File: config.mk
export PLATFORM = sky130hd
export DESIGN_NAME = layer_overlay_compositor
export DESIGN_NICKNAME = d
export VERILOG_FILES = /design/src/hdl/overlay_pkg.sv /design/src/hdl/pixel_bits_if.sv /design/src/hdl/layer_mixer.sv /design/src/hdl/layer_overlay_compositor.sv
export SDC_FILE = /design/constraint.sdc
export NUM_CORES = 1
export LEC_CHECK = 0
export BUFFER_PORTS_ARGS = -buffer_cell sky130_fd_sc_hd__buf_2
export CAP_MARGIN = 10
export CORE_MARGIN = 1.5
export CORE_UTILIZATION = 52
export CTS_CLUSTER_SIZE = 16
export DETAILED_ROUTE_END_ITERATION = 12
export PLACE_DENSITY = 0.86
export RECOVER_POWER = 100
export SLEW_MARGIN = 40
export SYNTH_ARGS = -nofsm -noshare
export SYNTH_HDL_FRONTEND = slang
export SYNTH_HIERARCHICAL = 1
export SYNTH_SLANG_ARGS = --single-unit
File: constraint.sdc
create_clock -name clk -period 3.7 [get_ports clk]
set_clock_uncertainty 0.2 [all_clocks]
set_input_delay 0.74 -clock clk [delete_from_list [all_inputs] [get_ports clk]]
set_output_delay 0.74 -clock clk [all_outputs]
set_load 0.05 [all_outputs]
File: src/hdl/overlay_pkg.sv
/*
 * constants for the layer overlay compositor: register offset, field
 * positions, reset value, composition method codes, indirect command code.
 * assumes nothing of its surroundings; imported whole by the design files.
 */
package overlay_pkg;

    // ======================================================================
    // register map
    // ======================================================================
    localparam logic [7:0] cfg_offset        = 8'h18;  // overlay setup register
    localparam logic [7:0] cfg_reset         = 8'h00;  // two layers, text, or

    // ======================================================================
    // field positions
    // ======================================================================
    localparam int         layer_count_pos   = 4;      // 1 = three layers
    localparam int         block3_mode_pos   = 3;      // block3_mode_bit
    localparam int         block1_mode_pos   = 2;      // block1_mode_bit
    localparam int         method_lo_pos     = 0;      // compose_method_field lsb
    localparam logic [7:0] cfg_used_mask     = 8'h1f;  // bits 7-5 read as zero

    // ======================================================================
    // indirect command code for layer_setup_command (value arbitrary)
    // ======================================================================
    localparam logic [7:0] layer_setup_code  = 8'h5b;

    // ======================================================================
    // composition methods
    // ======================================================================
    typedef enum logic [1:0] {
        method_or       = 2'b00,
        method_xor      = 2'b01,
        method_and      = 2'b10,
        method_reserved = 2'b11
    } method_t;

    // ======================================================================
    // cursor stepping: moves by memory address, never by glyph width
    // ======================================================================
    localparam logic [3:0] wide_glyph_width  = 4'h9;

endpackage

File: src/hdl/pixel_bits_if.sv
/*
 * bundle carrying eight pixels' aligned layer bits and the composed result
 * between the compositor and its mixing stage.
 * assumes one clock; the mixer is purely combinational.
 */
`timescale 1ns/10ps
interface pixel_bits_if;
    logic [7:0] first_bits;    // first_layer byte
    logic [7:0] second_bits;   // second_layer byte
    logic [7:0] third_bits;    // third_layer byte (masked when unused)
    logic [1:0] method;        // compose_method_field
    logic [7:0] mixed;         // composed byte

    modport mixer (input first_bits, second_bits, third_bits, method, output mixed);
    modport owner (output first_bits, second_bits, third_bits, method, input mixed);
endinterface

File: src/hdl/layer_mixer.sv
/*
 * per-bit layer mixer: combines three aligned layer bytes by the selected
 * method. assumes the caller masks the third layer when it is not active.
 */
`timescale 1ns/10ps
module layer_mixer
    import overlay_pkg::*;
(
    pixel_bits_if.mixer bits
);

    // ======================================================================
    // mixing
    // ======================================================================
    // each bit mixes on its own, so a byte holds eight independent pixels
    always_comb begin
        case (method_t'(bits.method))
            method_or: begin
                bits.mixed = bits.first_bits | bits.second_bits | bits.third_bits;
            end
            method_xor: begin
                bits.mixed = (bits.first_bits ^ bits.second_bits) | bits.third_bits;
            end
            method_and: begin
                bits.mixed = (bits.first_bits & bits.second_bits) | bits.third_bits;
            end
            default: begin
                // reserved code: blank rather than guess a mix
                bits.mixed = 8'h00;
            end
        endcase
    end

endmodule

File: src/hdl/layer_overlay_compositor.sv
/*
 * layer overlay compositor: holds the overlay setup register, reachable
 * by direct register write or by the indirect layer_setup_command with
 * one parameter byte, and composes up to three layer bytes per pixel clock.
 * assumes the fetch logic presents aligned layer bytes with a valid strobe,
 * and the host keeps two layers when text is shown.
 */
`timescale 1ns/10ps

// Contract
// - indirect command parameter loads overlay register
// - layer-count bit selects three or two layers
// - block 3 mode bit: text or graphics
// - block 1 mode bit: text or graphics
// - blocks 2 and 4 always graphics
// - method field: or, xor, and, reserved
// - one method per layer, both blocks
// - second and third layers graphics only
// - cursor steps by address, host presets increment
module layer_overlay_compositor
    import overlay_pkg::*;
(
    input  wire logic       clk,            // pixel clock, 25 MHz
    input  wire logic       rst_n,          // async reset, active low
    input  wire logic       reg_wr,         // direct register write strobe
    input  wire logic       reg_rd,         // direct register read strobe
    input  wire logic [7:0] reg_addr,       // direct register index
    input  wire logic [7:0] reg_wdata,      // direct write data
    input  wire logic       cmd_wr,         // indirect command byte strobe
    input  wire logic       par_wr,         // indirect parameter byte strobe
    input  wire logic [7:0] bus_data,       // indirect command/parameter byte
    input  wire logic       pix_valid,      // layer bytes valid this cycle
    input  wire logic [1:0] pix_block,      // 0..3 = screen block 1..4 of layer 1
    input  wire logic [7:0] first_layer,    // first layer byte
    input  wire logic [7:0] second_layer,   // second layer byte
    input  wire logic [7:0] third_layer,    // third layer byte
    input  wire logic [3:0] glyph_width,    // glyph width minus one field
    input  wire logic [15:0] cursor_addr,   // current cursor address
    input  wire logic [15:0] cursor_step,   // host preset increment
    input  wire logic       cursor_move,    // advance cursor after access
    output logic [7:0]      reg_rdata,      // read data, registered
    output logic            layer_setup_busy, // waiting for parameter byte
    output logic            three_layers,   // three-layer composition active
    output logic            block1_text,    // block 1 shown as text
    output logic            block3_text,    // block 3 shown as text
    output logic [7:0]      panel_data,     // composed byte to panel
    output logic            panel_valid,    // panel_data valid
    output logic            panel_text,     // byte came from a text block
    output logic [15:0]     next_cursor     // cursor after a move
);

    // ======================================================================
    // indirect command decoder state
    // ======================================================================
    typedef enum logic [0:0] {
        idle_st  = 1'b0,    // no command pending
        param_st = 1'b1     // layer_setup_command seen, awaiting byte
    } cmd_state_t;

    cmd_state_t cmd_state;          // current decoder state
    cmd_state_t next_cmd_state;     // decoder next state
    logic [7:0] layer_overlay_config;       // overlay setup register
    logic [7:0] next_layer_overlay_config;  // its next value
    logic [7:0] next_reg_rdata;     // read data next value

    // field decode of the setup register, used in several places
    function automatic logic field_bit(input logic [7:0] cfg, input int pos);
        field_bit = cfg[pos];
    endfunction

    // ======================================================================
    // register write path: direct and indirect
    // ======================================================================
    // a direct write and a parameter byte in the same cycle: the indirect
    // parameter wins, as it completes an already started command
    always_comb begin
        next_cmd_state            = cmd_state;
        next_layer_overlay_config = layer_overlay_config;
        if (reg_wr && reg_addr == cfg_offset) begin
            next_layer_overlay_config = reg_wdata & cfg_used_mask;
        end
        case (cmd_state)
            idle_st: begin
                if (cmd_wr && bus_data == layer_setup_code) begin
                    next_cmd_state = param_st;
                end
            end
            param_st: begin
                if (par_wr) begin
                    // parameter byte goes straight into the register
                    next_layer_overlay_config = bus_data & cfg_used_mask;
                    next_cmd_state            = idle_st;
                end else if (cmd_wr && bus_data != layer_setup_code) begin
                    // another command aborts the pending one
                    next_cmd_state = idle_st;
                end
            end
            default: begin
                next_cmd_state = idle_st;
            end
        endcase
    end

    // register reset to all zero
    always_ff @(posedge clk or negedge rst_n) begin
        if (!rst_n) begin
            cmd_state            <= idle_st;
            layer_overlay_config <= cfg_reset;
        end else begin
            cmd_state            <= next_cmd_state;
            layer_overlay_config <= next_layer_overlay_config;
        end
    end

    // ======================================================================
    // register read path
    // ======================================================================
    // unmapped indexes read as zero; the port only reaches this one register
    always_comb begin
        next_reg_rdata = reg_rdata;
        if (reg_rd) begin
            next_reg_rdata = (reg_addr == cfg_offset) ? layer_overlay_config : 8'h00;
        end
    end

    always_ff @(posedge clk or negedge rst_n) begin
        if (!rst_n) begin
            reg_rdata <= 8'h00;
        end else begin
            reg_rdata <= next_reg_rdata;
        end
    end

    // ======================================================================
    // composition
    // ======================================================================
    pixel_bits_if bits ();          // mixer bundle
    logic       use_third;          // third layer enabled
    logic       text_block;         // current block renders as text
    logic [7:0] next_panel_data;    // panel byte next value
    logic       next_panel_valid;   // panel strobe next value
    logic       next_panel_text;    // text flag next value
    logic       next_three;         // mode flags next values
    logic       next_b1_text;
    logic       next_b3_text;

    // the host keeps two layers with text; hardware only follows the bit
    assign use_third = field_bit(layer_overlay_config, layer_count_pos);

    // only block 1 and 3 take the mode bits; 2 and 4 are bitmaps
    always_comb begin
        case (pix_block)
            2'd0:    text_block = !field_bit(layer_overlay_config, block1_mode_pos);
            2'd2:    text_block = !field_bit(layer_overlay_config, block3_mode_pos);
            default: text_block = 1'b0;
        endcase
    end

    // second and third layers go in raw as bitmaps; the method is taken
    // per layer, never per block
    assign bits.first_bits  = first_layer;
    assign bits.second_bits = second_layer;
    assign bits.third_bits  = use_third ? third_layer : 8'h00;
    assign bits.method      = layer_overlay_config[method_lo_pos +: 2];

    layer_mixer mixer_u (
        .bits (bits.mixer)
    );

    // one register stage: bytes mixed in the cycle they arrive
    always_comb begin
        next_panel_data  = pix_valid ? bits.mixed : 8'h00;
        next_panel_valid = pix_valid;
        next_panel_text  = pix_valid & text_block;
        next_three       = use_third;
        next_b1_text     = !field_bit(layer_overlay_config, block1_mode_pos);
        next_b3_text     = !field_bit(layer_overlay_config, block3_mode_pos);
    end

    always_ff @(posedge clk or negedge rst_n) begin
        if (!rst_n) begin
            panel_data   <= 8'h00;
            panel_valid  <= 1'b0;
            panel_text   <= 1'b0;
            three_layers <= 1'b0;
            block1_text  <= 1'b1;
            block3_text  <= 1'b1;
        end else begin
            panel_data   <= next_panel_data;
            panel_valid  <= next_panel_valid;
            panel_text   <= next_panel_text;
            three_layers <= next_three;
            block1_text  <= next_b1_text;
            block3_text  <= next_b3_text;
        end
    end

    // ======================================================================
    // cursor stepping
    // ======================================================================
    // step is the preset increment whatever the glyph width, so 9-wide
    // glyphs need a host-set step to move by character
    logic [15:0] next_cursor_d;     // next cursor value
    always_comb begin
        next_cursor_d = cursor_move ? 16'(cursor_addr + cursor_step) : next_cursor;
    end

    always_ff @(posedge clk or negedge rst_n) begin
        if (!rst_n) begin
            next_cursor      <= 16'h0000;
            layer_setup_busy <= 1'b0;
        end else begin
            next_cursor      <= next_cursor_d;
            layer_setup_busy <= (next_cmd_state == param_st);
        end
    end

    // ======================================================================
    // checks
    // ======================================================================
    indirect_load_a: assert property (@(posedge clk) disable iff (!rst_n)
        (cmd_state == param_st && par_wr)
        |=> layer_overlay_config == ($past(bus_data) & cfg_used_mask))
        else $error("parameter byte not loaded");
    layer_count_a: assert property (@(posedge clk) disable iff (!rst_n)
        pix_valid && !layer_overlay_config[layer_count_pos]
        && layer_overlay_config[method_lo_pos +: 2] == method_or
        |=> panel_data == ($past(first_layer) | $past(second_layer)))
        else $error("third layer leaked in two-layer mode");
    block3_mode_a: assert property (@(posedge clk) disable iff (!rst_n)
        pix_valid && pix_block == 2'd2
        |=> panel_text == !$past(layer_overlay_config[block3_mode_pos]))
        else $error("block 3 mode wrong");
    block1_mode_a: assert property (@(posedge clk) disable iff (!rst_n)
        pix_valid && pix_block == 2'd0
        |=> panel_text == !$past(layer_overlay_config[block1_mode_pos]))
        else $error("block 1 mode wrong");
    graphics_blocks_a: assert property (@(posedge clk) disable iff (!rst_n)
        pix_valid && pix_block[0] |=> !panel_text)
        else $error("block 2 or 4 shown as text");
    xor_method_a: assert property (@(posedge clk) disable iff (!rst_n)
        pix_valid && layer_overlay_config[layer_count_pos]
        && layer_overlay_config[method_lo_pos +: 2] == method_xor
        |=> panel_data == (($past(first_layer) ^ $past(second_layer)) | $past(third_layer)))
        else $error("xor mix wrong");
    same_method_a: assert property (@(posedge clk) disable iff (!rst_n)
        pix_valid && layer_overlay_config[layer_count_pos]
        && layer_overlay_config[method_lo_pos +: 2] == method_and
        |=> panel_data == (($past(first_layer) & $past(second_layer)) | $past(third_layer)))
        else $error("and mix wrong");
    pixel_timing_a: assert property (@(posedge clk) disable iff (!rst_n)
        pix_valid |=> panel_valid)
        else $error("composed byte late");
    cursor_step_a: assert property (@(posedge clk) disable iff (!rst_n)
        cursor_move && glyph_width == wide_glyph_width
        |=> next_cursor == 16'($past(cursor_addr) + $past(cursor_step)))
        else $error("cursor step wrong");

endmodule

==> results by group, run 1 <==
Status
  – Status: finished clean

Clock network
  – CTS max path bufs: 2
  – CTS tree: yes
  – CTS root buf: clkbuf_8
  – CTS Buf Count: 5
  – # resized after CTS: 0
  – Hold-fix buffers, CTS: 0
  – Worst-Skew Late Latency: around 0.3 ns
  – Worst-path clk slew: 0.09 ns
  – # clock sinks: 46
  – Depth of the CTS H-tree: 2
  – Setup Buffers After CTS: 0

Critical path
  – Worst setup endpoint: next_cursor[10]
  – Critical path endpoint category: register
  – CP Launch Point: cursor_addr[0]
  – CP arrival: between 3 and 4 ns
  – Worst R2R End: panel_data[5]
  – Worst setup path class: in2reg
  – Critical Path RT: 3.69 ns
  – CP Max Fanout: 4
  – Setup slack, reg-to-reg: 1.68 ns
  – R2R depth: 5
  – FF-to-FF Start: layer_overlay_config[0]
  – Worst setup SP type: primary input

Synthesis
  – Synth Net Count: around 450
  – Mux cell area share after synthesis: 0.0495
  – Leading area contributor after synthesis: dfrtp_1
  – Most used DFF post-synth: dfrtp_1
  – Synth cell types: 44
  – Seq/Total Area, Yosys: 0.377
  – Xor/xnor cell area share of the yosys netlist: 0.0258
  – Mapped Area: 0.00306 mm^2
  – Simple-gate portion of the synthesized area: 0.161
  – Post-synth EDFFs: 0
  – Top cell type's share of synthesized area: 0.360
  – Synth Area in Compound Gates: 0.185
  – Synth cell count leaders: dfrtp_1 (44), nand2_1 (35), ha_1 (34)
  – Syn avg cell area: 9.44 um^2
  – Post-synthesis sequential element count: 46
  – Syn. warnings: 6
  – Main combinational cell family by area after synthesis: compound AO/OA/AOI/OAI gates
  – Synth Area in Adders: 0.146
  – Syn Inst Count: 324
  – Cell with the most instances after synthesis: dfrtp_1
  – Asr flop ratio synth: 1.00
  – Synth area leaders: dfrtp_1 (36%), ha_1 (14%), nand2_1 (4.3%), inv_1 (3.8%), a21oi_1 (3.4%)

Power
  – Internal Power: approximately 940 uW
  – Pleak: 1.85 nW
  – Max VDD drop: 232 uV
  – Comb pwr share: 0.424
  – Pwr dens: around 440 mW/mm^2
  – Net switching power: 722 uW
  – Sequential power share: 0.380
  – Clock share of power: 0.195
  – Sw Share: 0.435

Finish
  – Register area: 0.00115 mm^2
  – # diodes: 0
  – Area of the multi-input gates: 0.00171 mm^2
  – Share of post-route cells with drive strength above 1: 0.243
  – Non-filler cells, final: 517
  – Final core occ: 0.670
  – Nets@finish: 573
  – Fillers: 483
  – Area Overhead vs Synth: 22.2%

GRT
  – Initial antenna violation count: 0
  – First-pass GRT wire length: between 10000 and 15000 um
  – Pin count of the biggest net entering global routing: 47
  – Gr usage total: 0.232
  – Total congestion overflow: 0
  – Vias in the first global route: ~2600

Die
  – Initial Util: 0.549
  – Die height: 79.7 um
  – Die Span X: 79.7 um
  – Die area: 0.00635 mm^2
  – Top-Level Pins: 132
  – CORE AREA: 0.00557 mm^2
  – Cell row count: 27

Timing
  – Relative slew margins: 0.461
  – Final setup vio count: 0
  – Total negative slack: 0 ns
  – RSZ-0062 raised after global routing: no
  – Max Fclk: 328 MHz
  – Slew Limit Fails: 0
  – Min Tclk post-route: 3.05 ns
  – Worst Max-Slew Pin Slew: 0.809 ns
  – Final worst path period share: 0.823
  – Fin. Hold Viols: 0

Drt
  – Vias per cell: approximately 5.4
  – Wire per inst: between 10 and 15 um
  – Drt pass-1 iters: 4
  – DR iter-0 viols: 70
  – DRC violations left: 0
  – Post-route ant nets: 0
  – DRT Wirelength: roughly 7100 um
  – Via count: roughly 2800

Place
  – IO buf count: 124
  – Placed cells: 509
  – GP Congestion: ~1
  – DP Wirelength: 5520 um

Hold path
  – HP Class: in2async

Run
  – Max cap viols: 0
routing by layer:
| layer | global-route usage | up-vias | wire (um) |
|---|---|---|---|
| met5 | 0 | - | 0 |
| met4 | 0.0825 | 0 | 110 |
| met3 | 0.0400 | 13 | 471 |
| met2 | 0.417 | 115 | 3570 |
| met1 | 0.275 | 1311 | 2940 |
| li1 | - | 1370 | - |
cell usage in the layout, fill, tap and decap left out, drive strengths merged, types with 3 or more instances in the layout:
cell,n
nand3,3
ha,34
nor2b,10
xor2,3
nor3,3
a211oi,12
mux2,9
mux2i,5
xnor2,6
and3,6
dfrtp,44
nand4,4
and2,16
nor2,15
inv,32
a21o,4
a21oi,21
nand2,35
a221oi,10
buf,84
o31ai,3
o21ai,20
clkbuf,45
worst min path at each step:
stage / endpoint / slack (ns) / cells past startpoint
floorplan: block1_text / 0.19 / 1
global placement: block1_text / 0.22 / 1
detailed placement: block1_text / 0.22 / 1
CTS: block1_text / 0.23 / 1
global route: block1_text / 0.27 / 1
finish: panel_data[1] / 0.23 / 1
power by group through the flow:
stage | Sequential, mW | Clock [mW] | Combinational (mW)
floorplan | 0.871 | 0 | 0.312
global placement | 0.637 | 0 | 0.718
detailed placement | 0.639 | 0 | 0.736
CTS | 0.630 | 0.328 | 0.739
global route | 0.642 | 0.348 | 0.760
finish | 0.632 | 0.324 | 0.705
cell families (layout without fill, tap and decap cells):
group,Yosys count,count (layout)
xor gates and xnor gates,9,9
and+or+nand+nor,98,98
muxes,14,14
DFF,46,46
buffers and inverters,42,163
adders and majority gates,35,35
AOI/OAI and AO/OA,80,80
flip-flops by register name (all words and copies together) (netlist names), 8 cells and up:
name                  flops
next_cursor              16
panel_data                8
layer_overlay_config      8
reg_rdata                 8
critical path: stages:
cell and delay (ns):
buf_2 0.10, ha_1 0.22, fa_1 0.41, a21o_1 0.21, a221oi_1 0.57, o21ai_0 0.31, xor2_1 0.20, mux2_2 0.28
through the flow:
| step | power, mW | hold WS, ns | setup WS [ns] | cell area, um^2 |
|---|---|---|---|---|
| 3_3_place_gp | 1.35 | 0.223 | 0.705 | 3710 |
| 2_1_floorplan | 1.18 | 0.195 | 0.972 | 3060 |
| 5_1_grt | 1.75 | 0.267 | 0.548 | 3740 |
| 6_report | 1.66 | 0.232 | 0.653 | 3740 |
| 3_5_place_dp | 1.38 | 0.216 | 0.672 | 3720 |
| 4_1_cts | 1.70 | 0.231 | 0.963 | 3810 |
cell type report:
| class | instances | area share |
|---|---|---|
| clock buffers | 5 | 0.0184 |
| clock inverters | 3 | 0.00670 |
| inverters | 31 | 0.0311 |
| multi-input cells | 236 | 0.457 |
| flip-flops and latches | 46 | 0.309 |
| well taps | 72 | 0.0241 |
| repair buffers | 124 | 0.153 |
Power figures use the tool's default switching activity.
==> run 2: changes to the inputs <==
- ABC_AREA: default -> 1
- CORE_UTILIZATION: 52 -> 45
- PLACE_DENSITY: 0.86 -> 0.78
- clock period: 3.7 -> 2.63 ns (I/O delays scaled with it)
==> run 2 against run 1 <==
Core utilization shrank 11 points. Power increased by 25%. Synthesized cell count up 50%. Critical path type unchanged.
==> results by group, run 2 <==
Critical path
  – Critical path endpoint category: register
  – CP Buf/Inv Count: 1
  – CP Launch Point: reg_addr[5]
  – Crit-path cells: buf_2, nor4_1, nand2_1, o22ai_1
  – Critical Path Slowest Stage Cell: nor4_1
  – FF-to-FF Start: layer_overlay_config[0]
  – Critical Path RT: 2.64 ns
  – Worst setup path class: in2reg
  – CP Max Fanout: 8
  – CP arrival: between 2 and 2.5 ns
  – Worst setup SP type: primary input
  – Max incr delay on CP: roughly 0.84 ns
  – CP top delay family: simple AND/OR/NAND/NOR gates

Die
  – CORE AREA: between 0.007 and 0.008 mm^2
  – Initial Util: 0.463
  – Die height: between 80 and 90 um
  – Die Span X: 89.1 um
  – Die area: between 0.007 and 0.008 mm^2
  – Cell row count: 31
  – Top-Level Pins: 132

Clock network
  – CTS tree: yes
  – Worst-Skew Late Latency: 0.29 ns
  – CTS root buf: clkbuf_8
  – # resized after CTS: 0
  – Hold-fix buffers, CTS: 0
  – CTS max path bufs: 2
  – Worst-path clk slew: roughly 0.09 ns
  – # clock sinks: 46
  – Setup Buffers After CTS: 0
  – Depth of the CTS H-tree: 2
  – CTS Buf Count: 5

Place
  – GP Congestion: 0.845
  – DP Wirelength: 6430 um
  – IO buf count: approximately 120

Drt
  – Via count: 3314
  – Drt pass-1 iters: 4
  – DRT Wirelength: ~7900 um
  – Post-route ant nets: 0
  – DRC violations left: 0
  – Wire per inst: 11.2 um
  – Vias per cell: 4.68
  – DR iter-0 viols: 78

Timing
  – Max Fclk: about 480 MHz
  – Relative slew margins: 0.119
  – Fin. Hold Viols: 0
  – RSZ-0062 raised after global routing: no
  – Worst hold margin: between 0.15 and 0.2 ns
  – Final setup vio count: 0
  – Final worst path period share: 0.795
  – Min Tclk post-route: about 2.1 ns
  – Slew Limit Fails: 0
  – Worst Max-Slew Pin Slew: 1.32 ns
  – Total negative slack: 0 ns

Power
  – Pwr dens: 513 mW/mm^2
  – Pleak: approximately 2.5 nW
  – Total Power: 2.08 mW
  – Max VDD drop: 202 uV

GRT
  – First-pass GRT wire length: 13000 um
  – Initial antenna violation count: 0
  – Vias in the first global route: 3272
  – Pin count of the biggest net entering global routing: 26
  – Gr usage total: 0.205
  – Total congestion overflow: 0

Synthesis
  – Synth cell types: 29
  – Synth Net Count: 615
  – Syn avg cell area: slightly below 7 um^2
  – Main combinational cell family by area after synthesis: simple AND/OR/NAND/NOR gates
  – Cell with the most instances after synthesis: nand2_1
  – Mapped Area: 0.00334 mm^2
  – Simple-gate portion of the synthesized area: 0.302
  – Mux cell area share after synthesis: 0
  – Asr flop ratio synth: 1.00
  – Synth Area in Compound Gates: 0.0645
  – Xor/xnor cell area share of the yosys netlist: 0.0157
  – Most used DFF post-synth: dfrtp_1
  – Post-synth EDFFs: 0
  – Synth cell count leaders: nand2_1 (185), inv_1 (107), dfrtp_1 (44)
  – Syn Inst Count: 486
  – Post-synthesis sequential element count: 46
  – Syn. warnings: 6
  – Top cell type's share of synthesized area: 0.330
  – Seq/Total Area, Yosys: 0.346
  – Synth area leaders: dfrtp_1 (33%), nand2_1 (21%), ha_1 (13%), inv_1 (12%), nand3_1 (3.9%)
  – Synth Area in Adders: 0.133
  – Leading area contributor after synthesis: dfrtp_1

Hold path
  – HP Class: in2reg
  – Worst Hold Launch: pix_block[0]

Finish
  – # diodes: 0
  – Final core occ: 0.562
  – Commonest non-fill, non-tap cells in the layout: nand2_1 (185), inv_1 (108), buf_2 (83)
  – Fillers: 751
  – Reg with most FFs: next_cursor
  – Nets@finish: 737
  – Max FFs per register: 16
  – Share of post-route cells with drive strength above 1: 0.161
  – Commonest non-fill, non-tap cell in the layout: nand2_1
  – Area Overhead vs Synth: 21.6%

Run
  – Max cap viols: 0

Status
  – Status: finished clean
run 2: cell count changes after synthesis, sizes merged, moves of 10 or more:
| cell | delta |
|---|---|
| a211oi | -12 |
| and2 | -15 |
| a221oi | -10 |
| nor2b | -10 |
| inv | +77 |
| nand2 | +150 |
| nand3 | +24 |
| o21ai | -15 |
run 2: through the flow:
step                setup slack (ns)  instance area [um^2]  std cells
floorplan                      0.547                  3340        486
global placement               0.333                  4040        700
finish                         0.538                  4060        708
CTS                            0.601                  4140        708
detailed placement             0.272                  4040        700
global route                   0.353                  4060        708
run 2: final timing paths:
path | to | slack, ns | cells after the start
min | panel_text | 0.19 | 2
min reg2reg | block3_text | 0.23 | 1
min in group asynchronous | panel_data[7] | 0.37 | 2
max in group asynchronous | reg_rdata[2] | 1.01 | 2
max | reg_rdata[7] | 0.54 | 4
max reg2reg | panel_data[6] | 0.78 | 7
run 2: layout make-up:
cell class                      instances  area, um^2  area share
Clock buffer                            5        68.8      0.0170
Clock inverter                          3        28.8     0.00709
Inverter                              108         405      0.0999
Multi-Input combinational cell        321        1700       0.419
Sequential cell                        46        1150       0.284
Tap cell                               99         124      0.0305
Timing Repair Buffer                  126         577       0.142
run 2: where the power goes:
part           internal (mW)  switching, mW  total, mW
Combinational          0.225          0.566      0.791
Sequential             0.784         0.0449      0.829
Clock                  0.199          0.264      0.463
run 2: cells by family (layout without fill, tap and decap cells):
kind of cell | count (synthesis) | in the layout
AOI/OAI and AO/OA | 38 | 38
xor gates and xnor gates | 6 | 6
and+or+nand+nor | 242 | 242
buffers and inverters | 119 | 242
adders and majority gates | 35 | 35
DFF | 46 | 46
run 2: per-layer routing:
| metal | vias up | GRT usage | wire length (um) |
|---|---|---|---|
| li1 | 1720 | - | - |
| met1 | 1472 | 0.217 | 3260 |
| met2 | 116 | 0.412 | 4090 |
| met3 | 6 | 0.0397 | 511 |
| met4 | 0 | 0.0462 | 61 |
| met5 | - | 0 | 0 |
==> run 3: changes to the inputs <==
- CORE_UTILIZATION: 45 -> 49
- PLACE_DENSITY: 0.78 -> 0.81
- clock period: 2.63 -> 2 ns (I/O delays scaled with it)
==> run 3 against run 2 <==
Combinational power is 33% higher. Critical endpoint is now next_cursor[6]. Cell count decreased by 2.5%. Count of clock-buffer cells in the layout is the same. The run now ends with DRC left. Clock power up 30%. Power up 32%. Largest cell class unchanged. Sequential share of layout area shrank 0.053 points.
==> results by group, run 3 (synthesis results as in run 2) <==
Status
  – Status: finished, violations left
  – Failing checks: DRC

Critical path
  – CP Buf/Inv Count: 1
  – Setup slack, reg-to-reg: 0.25 ns
  – Worst setup path class: in2reg
  – CP Max Fanout: 4
  – Critical Path RT: ~2 ns
  – Crit path depth: 10
  – Most frequent CP cell: nand2_1
  – CP arrival: 1.86 ns
  – R2R depth: 7
  – Max incr delay on CP: roughly 0.40 ns
  – FF-to-FF Start: layer_overlay_config[0]
  – Crit-path cells: buf_2, ha_1, fa_1, nand2_1, nand2_1, nand3_1, nand2_1, or2_2, nand3_1, nand2_1
  – CP top delay family: simple AND/OR/NAND/NOR gates
  – CP Launch Point: cursor_addr[0]
  – Worst R2R End: panel_data[6]
  – Critical Path Slowest Stage Cell: fa_1
  – Worst setup SP type: primary input
  – Worst setup endpoint: next_cursor[6]
  – Critical path endpoint category: register

Hold path
  – HP Class: in2reg

Drt
  – Post-route ant nets: 0
  – Vias per cell: 4.80
  – Drt pass-1 iters: 8
  – DRT Wirelength: 7730 um
  – DRC violations left: 7
  – Wire per inst: 11.2 um
  – DR iter-0 viols: roughly 110
  – Via count: 3315

Clock network
  – CTS root buf: clkbuf_8
  – # clock sinks: 46
  – Worst-path clk slew: 0.09 ns
  – CTS max path bufs: 2
  – CTS tree: yes
  – Depth of the CTS H-tree: 2
  – CTS Buf Count: 5
  – Worst-Skew Late Latency: 0.30 ns

Die
  – Initial Util: 0.517
  – CORE AREA: roughly 0.0065 mm^2
  – Die Span X: 85.5 um
  – Top-Level Pins: 132
  – Die height: 85.5 um
  – Die area: 0.00732 mm^2
  – Cell row count: 29

Power
  – Max VDD drop: about 420 uV
  – Total Power: about 2.7 mW
  – Pleak: 2.50 nW
  – Pwr dens: 674 mW/mm^2

Finish
  – Commonest non-fill, non-tap cell in the layout: nand2_1
  – # diodes: 0
  – Share of post-route cells with drive strength above 1: 0.173
  – Max FFs per register: 16
  – Reg with most FFs: next_cursor
  – Commonest non-fill, non-tap cells in the layout: nand2_1 (185), inv_1 (107), buf_2 (84)
  – Nets@finish: ~740
  – Non-filler cells, final: 690
  – Area Overhead vs Synth: 21.8%

Run
  – Max cap viols: 0

Timing
  – Min Tclk post-route: 1.87 ns
  – Slew Limit Fails: 0
  – Worst Max-Slew Pin Slew: 0.672 ns
  – RSZ-0062 raised after global routing: no
  – Relative slew margins: 0.552
  – Total negative slack: 0 ns
  – Fin. Hold Viols: 0
  – Max Fclk: around 540 MHz
  – Final worst path period share: 0.934
  – Final setup vio count: 0

GRT
  – Initial antenna violation count: 0
  – Pin count of the biggest net entering global routing: 21
  – Total congestion overflow: 0
  – First-pass GRT wire length: roughly 13000 um
  – Vias in the first global route: 3221
  – Gr usage total: 0.221

Place
  – Placed cells: 681
  – DP Wirelength: 6230 um
  – GP Congestion: 0.869
  – IO buf count: 124
==> run 3: timing repair <==
action,in CTS,in global routing
gates resized for setup,0,0
endpoints found under the hold margin,13,0
buffers inserted,0,0
hold buffers,1,0
==> run 3: power breakdown <==
group          internal, mW  total [mW]  switching, mW
Sequential             1.03        1.09         0.0602
Clock                 0.253       0.600          0.347
Combinational         0.304        1.05          0.744
Total                  1.59        2.74           1.15
==> run 3: stage by stage <==
step | utilization | hold slack [ns] | setup slack (ns) | cell area, um^2
after floorplan | - | -0.0956 | 0.0434 | 3340
after global placement | 0.625 | 0.164 | -0.138 | 4040
after detailed placement | 0.625 | 0.174 | -0.178 | 4040
after CTS | 0.641 | 0.0480 | 0.152 | 4140
after global routing | 0.629 | 0.0458 | 0.0300 | 4070
final | 0.629 | 0.0612 | 0.132 | 4070
==> run 3: worst min path at each step <==
stage                  from                      end  slack, ns  cells past startpoint
5_1_grt        pix_block[0]               panel_text       0.05                      2
3_5_place_dp          rst_n            panel_data[1]       0.17                      1
6_report       pix_block[0]               panel_text       0.06                      2
4_1_cts        pix_block[0]               panel_text       0.05                      2
3_3_place_gp          rst_n            panel_data[1]       0.16                      1
2_1_floorplan         rst_n  layer_overlay_config[0]       -0.1                      0
==> run 3: area by class of cell <==
class | count | area (um^2)
Clock inverter | 3 | 25.0
Sequential cell | 46 | 1150
Inverter | 108 | 405
Fill cell | 625 | 2390
Timing Repair Buffer | 130 | 614
Multi-Input combinational cell | 321 | 1700
Tap cell | 77 | 96.3
Clock buffer | 5 | 68.8
==> run 3: per-layer routing <==
layer / global-route usage / routed length, um
met1: 0.252 / 3300
met5: 0 / 0
met3: 0.0395 / 534
met2: 0.421 / 3820
met4: 0.0601 / 70
